### src/exc_pkg.sv
// Contract
// RULE1 - reset outranks every other source and entry starts once the reset pin is released.
// RULE2 - a watchdog overflow resets the chip and runs the same entry as the reset pin.
// RULE3 - the trap instruction enters through one of four vectors picked by its two-bit field.
// RULE4 - a trap is taken in program execution whatever the interrupt mask bit holds.
// RULE5 - maskable requests stay blocked while the mask bit is 1; non-maskable and break do not.
// RULE6 - a pending request is entered only at the end of an instruction, never mid-way.
// RULE7 - of several pending requests the one of highest fixed priority is served first.
// RULE8 - vectors: reset 0 at 0x0000, non-maskable 7 at 0x000e, traps 8-11 from 0x0010, break 12.
// RULE9 - vectors 1 to 6, locations 0x0002 to 0x000d, are reserved and never used.
// RULE10 - the non-maskable edge select picks the falling edge at 0 and the rising edge at 1.
// RULE11 - each of the four request pins has an edge select: 0 falling edge, 1 rising edge.
// RULE12 - all five edge selects are read/write and reset to 0.
// RULE13 - the reserved edge select bits always read 1 and ignore writes.
// RULE14 - on entry the 16-bit handler address is fetched from the vector and loaded into the pc.
// RULE15 - accepting a maskable request sets the interrupt mask bit.
package exc_pkg;
    // ----------------------------------------
    // register map
    // ----------------------------------------
    localparam logic [11:0] ADDR_EDGE_SEL = 12'h000;
    localparam logic [11:0] ADDR_STATUS = 12'h004;
    localparam logic [11:0] ADDR_MASK = 12'h008;
    localparam logic [11:0] ADDR_STATE = 12'h00c;
    localparam int NMI_SEL_BIT = 7;
    localparam logic [7:0] EDGE_RSVD = 8'h70;
    localparam logic [7:0] EDGE_RW = 8'h8f;
    localparam logic [7:0] EDGE_RESET = 8'h00;
    // ----------------------------------------
    // event status bits
    // ----------------------------------------
    localparam int ST_W = 5;
    localparam int ST_RESET = 0;
    localparam int ST_NMI = 1;
    localparam int ST_TRAP = 2;
    localparam int ST_BREAK = 3;
    localparam int ST_REQ = 4;
    // ----------------------------------------
    // vectors
    // ----------------------------------------
    localparam logic [4:0] VEC_RESET = 5'h00;
    localparam logic [4:0] VEC_RSVD_LO = 5'h01;
    localparam logic [4:0] VEC_RSVD_HI = 5'h06;
    localparam logic [4:0] VEC_NMI = 5'h07;
    localparam logic [4:0] VEC_TRAP0 = 5'h08;
    localparam logic [4:0] VEC_BREAK = 5'h0c;
    localparam logic [4:0] VEC_REQ0 = 5'h0e;
    typedef enum logic [1:0] {st_hold, st_run, st_fetch} exc_state_e;
endpackage

### src/exc_vector_ctrl.sv
// Implementation choices: the register addresses and register access over APB.
`timescale 1ns/1ps
`default_nettype none
module exc_vector_ctrl
    import exc_pkg::*;
(
    input wire logic pclk,
    input wire logic presetn,
    input wire logic psel,
    input wire logic penable,
    input wire logic pwrite,
    input wire logic [11:0] paddr,
    input wire logic [31:0] pwdata,
    output logic [31:0] prdata,
    output logic pready,
    output logic pslverr,
    input wire logic reset_pin_n,
    input wire logic wdt_overflow,
    input wire logic nmi_pin,
    input wire logic [3:0] ext_request_pins,
    input wire logic instr_done,
    input wire logic software_trap_instr,
    input wire logic [1:0] trap_num,
    input wire logic ccr_ibit,
    input wire logic break_req,
    input wire logic vec_ack,
    input wire logic [15:0] vec_data,
    output logic core_reset,
    output logic vec_req,
    output logic [15:0] vec_addr,
    output logic pc_load,
    output logic [15:0] pc_value,
    output logic set_ibit,
    output logic [4:0] vector_num,
    output logic irq
);
    // ----------------------------------------
    // decode helpers
    // ----------------------------------------
    function automatic logic hit(input logic [11:0] a, input logic [11:0] r);
        hit = (a == r);
    endfunction
    function automatic logic [15:0] vec_to_addr(input logic [4:0] v);
        vec_to_addr = {10'h000, v, 1'b0};
    endfunction

    // ----------------------------------------
    // pin detection
    // ----------------------------------------
    logic [7:0] edge_sel_r, edge_sel_nxt;
    logic [4:0] pin_in, pin_sel, pin_edge;
    logic rst_level, sys_rst;

    assign pin_in = {nmi_pin, ext_request_pins};
    assign pin_sel = {edge_sel_r[NMI_SEL_BIT], edge_sel_r[3:0]};

    for (genvar gi = 0; gi < 5; gi++)
    begin : g_pin
        pin_edge_detect u_det
        (
            .pclk(pclk),
            .presetn(presetn),
            .pin(pin_in[gi]),
            .rise_sel(pin_sel[gi]),
            .level(),
            .edge_seen(pin_edge[gi])
        );
    end

    // rise_sel unused: only the level of the reset pin matters
    pin_edge_detect u_rst
    (
        .pclk(pclk),
        .presetn(presetn),
        .pin(reset_pin_n),
        .rise_sel(1'b0),
        .level(rst_level),
        .edge_seen()
    );

    assign sys_rst = ~rst_level | wdt_overflow; // RULE1 RULE2

    // ----------------------------------------
    // apb slave
    // ----------------------------------------
    logic [ST_W-1:0] status_r, status_nxt, mask_r, mask_nxt, st_set, st_clr;
    logic [31:0] prdata_nxt;
    logic pready_nxt, pslverr_nxt, setup, access, mapped, nmi_pend_r;
    exc_state_e state_r;
    logic [3:0] req_pend_r;

    assign setup = psel & ~penable;
    assign access = psel & penable & pready;
    assign mapped = hit(paddr, ADDR_EDGE_SEL) | hit(paddr, ADDR_STATUS)
        | hit(paddr, ADDR_MASK) | hit(paddr, ADDR_STATE);

    always_comb
    begin
        prdata_nxt = prdata;
        pready_nxt = setup;
        pslverr_nxt = setup & ~mapped;
        edge_sel_nxt = edge_sel_r;
        mask_nxt = mask_r;
        st_clr = '0;
        // data is captured in setup so access has it straight from a flop
        if (setup)
        begin
            prdata_nxt = 32'h0000_0000;
            if (hit(paddr, ADDR_EDGE_SEL))
                prdata_nxt[7:0] = edge_sel_r | EDGE_RSVD; // RULE13
            else if (hit(paddr, ADDR_STATUS))
                prdata_nxt[ST_W-1:0] = status_r;
            else if (hit(paddr, ADDR_MASK))
                prdata_nxt[ST_W-1:0] = mask_r;
            else if (hit(paddr, ADDR_STATE))
                prdata_nxt[15:0] = {req_pend_r, nmi_pend_r, ccr_ibit,
                    state_r, 3'h0, vector_num};
        end
        if (access & pwrite & hit(paddr, ADDR_EDGE_SEL))
            edge_sel_nxt = pwdata[7:0] & EDGE_RW; // RULE12 RULE13
        if (access & pwrite & hit(paddr, ADDR_MASK))
            mask_nxt = pwdata[ST_W-1:0];
        // only bits actually reported are cleared; a fresh event survives
        if (access & ~pwrite & hit(paddr, ADDR_STATUS))
            st_clr = prdata[ST_W-1:0];
        if (sys_rst)
            edge_sel_nxt = EDGE_RESET; // RULE12
        status_nxt = (status_r & ~st_clr) | st_set;
    end

    always_ff @(posedge pclk or negedge presetn)
    begin
        if (!presetn)
        begin
            prdata <= 32'h0000_0000;
            pready <= 1'b0;
            pslverr <= 1'b0;
            edge_sel_r <= EDGE_RESET;
            mask_r <= '0;
            status_r <= '0;
            irq <= 1'b0;
        end
        else
        begin
            prdata <= prdata_nxt;
            pready <= pready_nxt;
            pslverr <= pslverr_nxt;
            edge_sel_r <= edge_sel_nxt;
            mask_r <= mask_nxt;
            status_r <= status_nxt;
            irq <= |(status_nxt & mask_nxt);
        end
    end

    // ----------------------------------------
    // exception sequencer
    // ----------------------------------------
    exc_state_e state_nxt;
    logic [3:0] req_pend_nxt, req_open, req_take;
    logic nmi_pend_nxt, trap_pend_r, trap_pend_nxt, core_reset_nxt;
    logic vec_req_nxt, pc_load_nxt, set_ibit_nxt, take_mask;
    logic [1:0] trap_id_r, trap_id_nxt;
    logic [15:0] vec_addr_nxt, pc_value_nxt;
    logic [4:0] vector_num_nxt, sel_vec;
    // maskable requests are gated by the mask bit only
    assign req_open = ccr_ibit ? 4'h0 : req_pend_r; // RULE5

    always_comb
    begin
        state_nxt = state_r;
        req_take = 4'h0;
        take_mask = 1'b0;
        st_set = '0;
        sel_vec = VEC_RESET;
        nmi_pend_nxt = nmi_pend_r;
        trap_pend_nxt = trap_pend_r;
        trap_id_nxt = trap_id_r;
        core_reset_nxt = 1'b0;
        vec_req_nxt = vec_req;
        vec_addr_nxt = vec_addr;
        pc_load_nxt = 1'b0;
        pc_value_nxt = pc_value;
        set_ibit_nxt = 1'b0;
        vector_num_nxt = vector_num;
        case (state_r)
            st_hold:
            begin
                core_reset_nxt = 1'b1;
                // entry begins on the release of the reset condition
                if (!sys_rst)
                begin
                    state_nxt = st_fetch; // RULE1
                    vec_req_nxt = 1'b1;
                    vector_num_nxt = VEC_RESET; // RULE8
                    vec_addr_nxt = vec_to_addr(VEC_RESET); // RULE14
                    st_set[ST_RESET] = 1'b1;
                    core_reset_nxt = 1'b0;
                end
            end
            st_run:
            begin
                // latched first: a trap beaten by nmi must not be lost
                if (software_trap_instr) // RULE4
                begin
                    trap_pend_nxt = 1'b1;
                    trap_id_nxt = trap_num;
                end
                // only at an instruction boundary
                if (instr_done) // RULE6
                begin
                    state_nxt = st_fetch;
                    if (nmi_pend_r) // RULE7
                    begin
                        sel_vec = VEC_NMI;
                        nmi_pend_nxt = 1'b0;
                        st_set[ST_NMI] = 1'b1;
                    end
                    else if (trap_pend_r | software_trap_instr) // RULE4
                    begin
                        sel_vec = VEC_TRAP0 + {3'h0, software_trap_instr
                            ? trap_num : trap_id_r}; // RULE3
                        trap_pend_nxt = 1'b0;
                        st_set[ST_TRAP] = 1'b1;
                    end
                    else if (break_req)
                    begin
                        sel_vec = VEC_BREAK;
                        st_set[ST_BREAK] = 1'b1;
                    end
                    else if (|req_open)
                    begin
                        take_mask = 1'b1;
                        st_set[ST_REQ] = 1'b1;
                        for (int i = 3; i >= 0; i--)
                        begin
                            if (req_open[i])
                            begin
                                req_take = 4'h1 << i;
                                sel_vec = VEC_REQ0 + 5'(i);
                            end
                        end
                    end
                    else
                        state_nxt = st_run;
                    if (state_nxt == st_fetch)
                    begin
                        vec_req_nxt = 1'b1;
                        vector_num_nxt = sel_vec; // RULE8 RULE9
                        vec_addr_nxt = vec_to_addr(sel_vec);
                        set_ibit_nxt = take_mask; // RULE15
                    end
                end
            end
            st_fetch:
            begin
                if (vec_ack)
                begin
                    vec_req_nxt = 1'b0;
                    pc_value_nxt = vec_data; // RULE14
                    pc_load_nxt = 1'b1;
                    state_nxt = st_run;
                end
            end
            default:
                state_nxt = st_hold;
        endcase
        // new edges win over a same-cycle acceptance
        req_pend_nxt = (req_pend_r & ~req_take) | pin_edge[3:0]; // RULE11
        nmi_pend_nxt = nmi_pend_nxt | pin_edge[4]; // RULE10
        if (sys_rst) // RULE1 RULE2
        begin
            state_nxt = st_hold;
            core_reset_nxt = 1'b1;
            vec_req_nxt = 1'b0;
            pc_load_nxt = 1'b0;
            set_ibit_nxt = 1'b0;
            req_pend_nxt = 4'h0;
            nmi_pend_nxt = 1'b0;
            trap_pend_nxt = 1'b0;
        end
    end

    always_ff @(posedge pclk or negedge presetn)
    begin
        if (!presetn)
        begin
            state_r <= st_hold;
            req_pend_r <= 4'h0;
            nmi_pend_r <= 1'b0;
            trap_pend_r <= 1'b0;
            trap_id_r <= 2'h0;
            core_reset <= 1'b1;
            vec_req <= 1'b0;
            vec_addr <= 16'h0000;
            pc_load <= 1'b0;
            pc_value <= 16'h0000;
            set_ibit <= 1'b0;
            vector_num <= VEC_RESET;
        end
        else
        begin
            state_r <= state_nxt;
            req_pend_r <= req_pend_nxt;
            nmi_pend_r <= nmi_pend_nxt;
            trap_pend_r <= trap_pend_nxt;
            trap_id_r <= trap_id_nxt;
            core_reset <= core_reset_nxt;
            vec_req <= vec_req_nxt;
            vec_addr <= vec_addr_nxt;
            pc_load <= pc_load_nxt;
            pc_value <= pc_value_nxt;
            set_ibit <= set_ibit_nxt;
            vector_num <= vector_num_nxt;
        end
    end
endmodule // exc_vector_ctrl
`default_nettype wire

### src/pin_edge_detect.sv
`timescale 1ns/1ps
`default_nettype none
module pin_edge_detect
(
    input wire logic pclk,
    input wire logic presetn,
    input wire logic pin,
    input wire logic rise_sel,
    output logic level,
    output logic edge_seen
);
    logic meta_r;
    logic sync_r;
    logic prev_r;

    // ----------------------------------------
    // two-flop synchroniser, then history
    // ----------------------------------------
    always_ff @(posedge pclk or negedge presetn)
    begin
        if (!presetn)
        begin
            meta_r <= 1'b0;
            sync_r <= 1'b0;
            prev_r <= 1'b0;
        end
        else
        begin
            meta_r <= pin;
            sync_r <= meta_r;
            prev_r <= sync_r;
        end
    end

    assign level = sync_r;
    // 0 falling, 1 rising
    assign edge_seen = rise_sel ? (sync_r & ~prev_r) : (~sync_r & prev_r); // RULE10 RULE11
endmodule // pin_edge_detect
`default_nettype wire
### config.mk
export PLATFORM = sky130hd
export DESIGN_NAME = exc_vector_ctrl
export DESIGN_NICKNAME = d
export VERILOG_FILES = /design/src/exc_pkg.sv /design/src/exc_vector_ctrl.sv /design/src/pin_edge_detect.sv
export SDC_FILE = /design/constraint.sdc
export NUM_CORES = 1
export LEC_CHECK = 0
export BUFFER_PORTS_ARGS = -buffer_cell sky130_fd_sc_hd__buf_2
export CAP_MARGIN = 20
export CORE_MARGIN = 8
export CORE_UTILIZATION = 50
export CTS_BUF_LIST = sky130_fd_sc_hd__clkbuf_4 sky130_fd_sc_hd__clkbuf_8 sky130_fd_sc_hd__clkbuf_16
export CTS_CLUSTER_DIAMETER = 100
export DETAILED_ROUTE_END_ITERATION = 12
export GPL_TIMING_DRIVEN = 1
export PLACE_DENSITY = 0.83
export SYNTH_ARGS = -nofsm -noshare
export SYNTH_HDL_FRONTEND = slang
export SYNTH_SLANG_ARGS = --single-unit
export TNS_END_PERCENT = 10
### constraint.sdc
create_clock -name pclk -period 2.8 [get_ports pclk]
set_input_delay 0 -clock pclk [delete_from_list [all_inputs] [get_ports pclk]]
set_output_delay 0 -clock pclk [all_outputs]
set_load 0.005 [all_outputs]
# Word-level counts from Yosys, hierarchy flattened
# Index checks and enable logic that the tools add are counted.
# word_totals
reg_bits,105
mem_count,0
mem_bits_ro,0
out_inout_bits,76
in_bits,79
wordCells,197
mem_bits_rw,0
latchBits,0
# classes
n_eq_ne,12
add_sub_neg,1
n_mul,0
n_lt_le_gt_ge,0
bitwise_logic,46
n_mux,90
div_mod_pow,0
n_reduce_logical,12
shift,0
# op_table
operator,count
$mux W5,15
$mux W16,4
$mux W4,14
$mux W1,35
$mux W8,4
$pmux W16 S2,1
$eq A12 B4 Y1 const B,2
$mux W11,2
$mux W2,11
$and A1 B1 Y1,19
$not A1 Y1,14
$eq A12 B3 Y1 const B,1
$logic_not A12 Y1,1
$and A5 B5 Y5,2
$pmux W5 S2,1
$ne A3 B3 Y1 const B,3
$reduce_and A4 Y1,2
$ne A2 B2 Y1 const B,3
$or A1 B1 Y1,6
$pmux W2 S3,1
$reduce_bool A2 Y1,3
$add A4 B2 Y5 const A,1
$not A5 Y5,1
$or A5 B5 Y5,1
other kinds (12),14

# Longest topological paths before layout
# depth
word_depth,15
depth_mapped,6

# By module
# A second synthesis with hierarchy kept.
# hier_totals
cells_unflattened,326
area_unflattened_um2,3872.5
# modules_own_cells
module,cells_each,instances,area_each_um2
exc_vector_ctrl,290,1,3286.9
pin_edge_detect,6,6,97.6

# Least setup slack after synthesis
# No wires, ideal clock.
# synth_timing
path_type,flip-flop to flip-flop
startpoint,register pready
endpoint,register irq
stages_incl_launch_ff,7
period_less_slack_ns,1.899
n_path_buf,1
setup_time_ns,0.129
arrival_ns,1.770
slack_ns,0.901
cell_sequence,dfrtp_1 -> and4_1 -> and4_1 -> clkbuf_4 -> mux2_4 -> a22o_1 -> a2111o_1
# synth_rtl
element,line,source
"start, declared",exc_vector_ctrl.sv:15,"output logic pready,"
"start signal, assigned",exc_vector_ctrl.sv:146,pready <= pready_nxt;
$and A1 B1 Y1,exc_vector_ctrl.sv:93,assign access = psel & penable & pready;
$and A1 B1 Y1 (2 in series),exc_vector_ctrl.sv:121,"if (access & pwrite & hit(paddr, ADDR_MASK))"
$mux W5,exc_vector_ctrl.sv:121,
net mask_nxt[0],exc_vector_ctrl.sv:86,"logic [ST_W-1:0] status_r, status_nxt, mask_r, mask_nxt, st_set, st_clr;"
$and A5 B5 Y5,exc_vector_ctrl.sv:151,irq <= |(status_nxt & mask_nxt);
$reduce_or A5 Y1,exc_vector_ctrl.sv:151,
"end signal, assigned",exc_vector_ctrl.sv:151,
"end, declared",exc_vector_ctrl.sv:35,output logic irq
# The timed path passes the listed nets, and every way through them passes these cells.
# A chain may end at the register's enable or synchronous reset.

# Worst setup path after layout
# Ends and elaborated chain as after synthesis.

==> impl_metrics.csv <==
group,metric,value,unit
run_status,status,"completed",
route,wl_per_cell,17.9,um
cts,cts_tree,"built",
worst_hold_path,hold_class,"in -> async",
route,via_count,2944,
final_layout,area_growth,27.4,%
die,die_w,104,um
timing,hold_ws,15.6,ps
cts,cts_resized,0,
global_routing,grt_max_degree,86,
yosys,syn-instance-count,321,
yosys,synth-compound-area-share,0.131,
global_routing,antenna_found_initial,0,
global_routing,grt.overflow.total,0,
route,first_pass_iters,4,
cts,cts.path.max_buffers,2,
yosys,synth_seq_area_share,0.548,
timing,finalCritPeriodShare,0.732,
timing,rsz0062_at_grt,"false",
route,avgViaCountPerCell,5.26,
timing,setup_viol,0,
power,power_leakage,0.00246,uW
cts,numCtsBuffers,9,
timing,drv_slew,0,
final_layout,layout_common_cells,"100 x buf_2, 84 x dfrtp_1, 36 x dlygate4sd3_1, 27 x conb_1, 24 x nor2_1",
timing,setup_ws,751,ps
cts,cts.sinks,85,
setup_path,crit_slowest_cell,"a2111o_1",
cts,post_cts_buffers,0,
final_layout,fin_nets,533,
global_routing,groute.usage.overall,0.188,
setup_path,crit_type,"reg -> reg",
place,place_area,4320,um^2
cts,root_buffer,"clkbuf_8",
global_routing,grt_pass1_vias,3253,
place,gp_congestion,0.893,
timing,max_clock_freq,488,MHz
die,chipHeight,104,um
yosys,yosysWarnings,0,
final_layout,stdcell_area,4950,um^2
timing,finalCriticalPeriod,2050,ps
setup_path,arrival,2280,ps
setup_path,startpoint_type,"flop",
cts,clock_latency,350,ps
yosys,avgSynthCellArea,12.1,um^2
die,placement_rows,32,
setup_path,cp_num_buf_inv,0,
timing,worst_slew_pin_slew,838,ps
place,port_buffers,101,
cts,path_clk_slew,80,ps
job,drv_cap,0,
yosys,ys_types,61,
timing,slew_headroom,0.439,
final_layout,final_common_cell,"buf_2",
yosys,synth_edf_count,0,
timing,final.setup.tns,0,ps
route,ant_nets,0,
yosys,synth_mux_area_frac,0.0969,
final_layout,diodes,0,
die,start_util,0.508,
global_routing,grt_pass1_wl,16500,um
yosys,yosysTopAreaCellShare,0.541,
yosys,synth_top_family_by_area,"simple AND/OR/NAND/NOR gates",
die,core,7650,um^2
yosys,yosys.area_share.simple,0.138,
route,drt_iter0_markers,175,
yosys,synthAdderAreaFrac,0,
final_layout,num-fill-cells,615,
setup_path,cp_max_fo,5,
setup_path,critPathTopFamily,"compound AO/OA/AOI/OAI gates",
yosys,ys_seq_elements,85,
cts,ctsHoldBuffers,36,
setup_path,required,3030,ps
setup_path,cp-end-kind,"flop",
final_layout,layout-drive-gt1-share,0.365,
setup_path,cp_common_cell,"and4_1",
yosys,yosys.area.top_type,"dfrtp_1",
cts,h-tree-depth,3,
power,peakVddDrop,0.440,mV
yosys,synthTopCellsByArea,"dfrtp_1 54%, mux2_2 6.7%, buf_4 6.4%, nor2_1 2.3%, a21oi_1 2.1%",
final_layout,instances_no_fill,560,
setup_path,worstPathCellList,"and4_1 -> and4_1 -> mux2_4 -> a22o_1 -> a2111o_1",
route,drcViolationCount,0,
yosys,synthArstFlopShare,1.00,
yosys,syn-cell-area,3890,um^2
power,powerDensity,557,nW/um^2
yosys,synth_top_flop_cell,"dfrtp_1",
die,dieArea,10800,um^2
route,finalWirelength,10000,um
place,dp.cells,508,
setup_path,critPathMaxStageDelay,390,ps
place,dpl_worst_slack,762,ps
place,dp_hpwl,7070,um
die,io_pins,155,
timing,worst_clock_skew,8.28,ps
timing,final_hold_viol_count,0,
yosys,synth-xor-area-share,0,
[path summary, 6_finish.rpt]
check / slack [ps] / cells after the start / endpoint / start
max: 750 / 5 / irq / pready
min: 20 / 2 / pc_value[14] / presetn
max reg2reg: 750 / 5 / irq / pready
min reg2reg: 350 / 0 / g_pin[2].u_det.level / g_pin[2].u_det.meta_r
max in group asynchronous: 2210 / 3 / status_r[2] / presetn
min in group pclk: 70 / 4 / status_r[0] / paddr[10]
[cells by family (layout without fill, tap and decap cells)]
logic type | after synthesis | count (layout)
and+or+nand+nor | 85 | 85
AOI/OAI and AO/OA | 68 | 68
other | 1 | 27
DFF | 85 | 85
muxes | 33 | 33
buffers and inverters | 49 | 160
[state kept, by name, summed over array words and instances, names as in the netlist, 2 cells and up]
register,flops
g_pin.u_det.level,5
prdata,15
mask_r,5
g_pin.u_det.meta_r,5
trap_id_r,2
state_r,2
pc_value,16
req_pend_r,4
vec_addr,5
g_pin.u_det.prev_r,5
status_r,5
edge_sel_r,5
[cells in the mapped netlist (6+ instances only)]
cell     count
a22o_1       9
inv_1        6
nor2_1      24
nand2_1     15
dfrtp_1     84
o21ai_0      8
mux2_2      23
buf_4       33
a21oi_1     16
[layer usage]
layer	track usage	up-vias	part of all wire
li1	-	1352	-
met1	0.208	1418	0.39
met3	0.0917	16	0.11
met2	0.308	158	0.48
met4	0.0620	0	0.021
met5	0	-	0
[area by class of cell]
class | count | area (um^2) | share of cell area
Timing Repair Buffer | 139 | 903 | 0.182
Multi-Input combinational cell | 213 | 1520 | 0.308
Clock buffer | 11 | 151 | 0.0306
Tap cell | 102 | 128 | 0.0258
Clock inverter | 4 | 95.1 | 0.0192
Sequential cell | 85 | 2130 | 0.430
Inverter | 6 | 22.5 | 0.00455
[power by group]
part / leakage, uW / internal, uW / switching, uW
logic: 0.00125 / 180 / 162
clock network: 0.000125 / 635 / 416
registers: 0.00109 / 1310 / 52.0
total: 0.00246 / 2130 / 631
[per-stage QoR]
step / total power, uW / utilization
2_1_floorplan: 1540 / -
3_3_place_gp: 1660 / 0.565
3_5_place_dp: 1680 / 0.565
4_1_cts: 2770 / 0.644
5_1_grt: 2870 / 0.648
6_report: 2760 / 0.648
(Power assumes the default switching activity.)
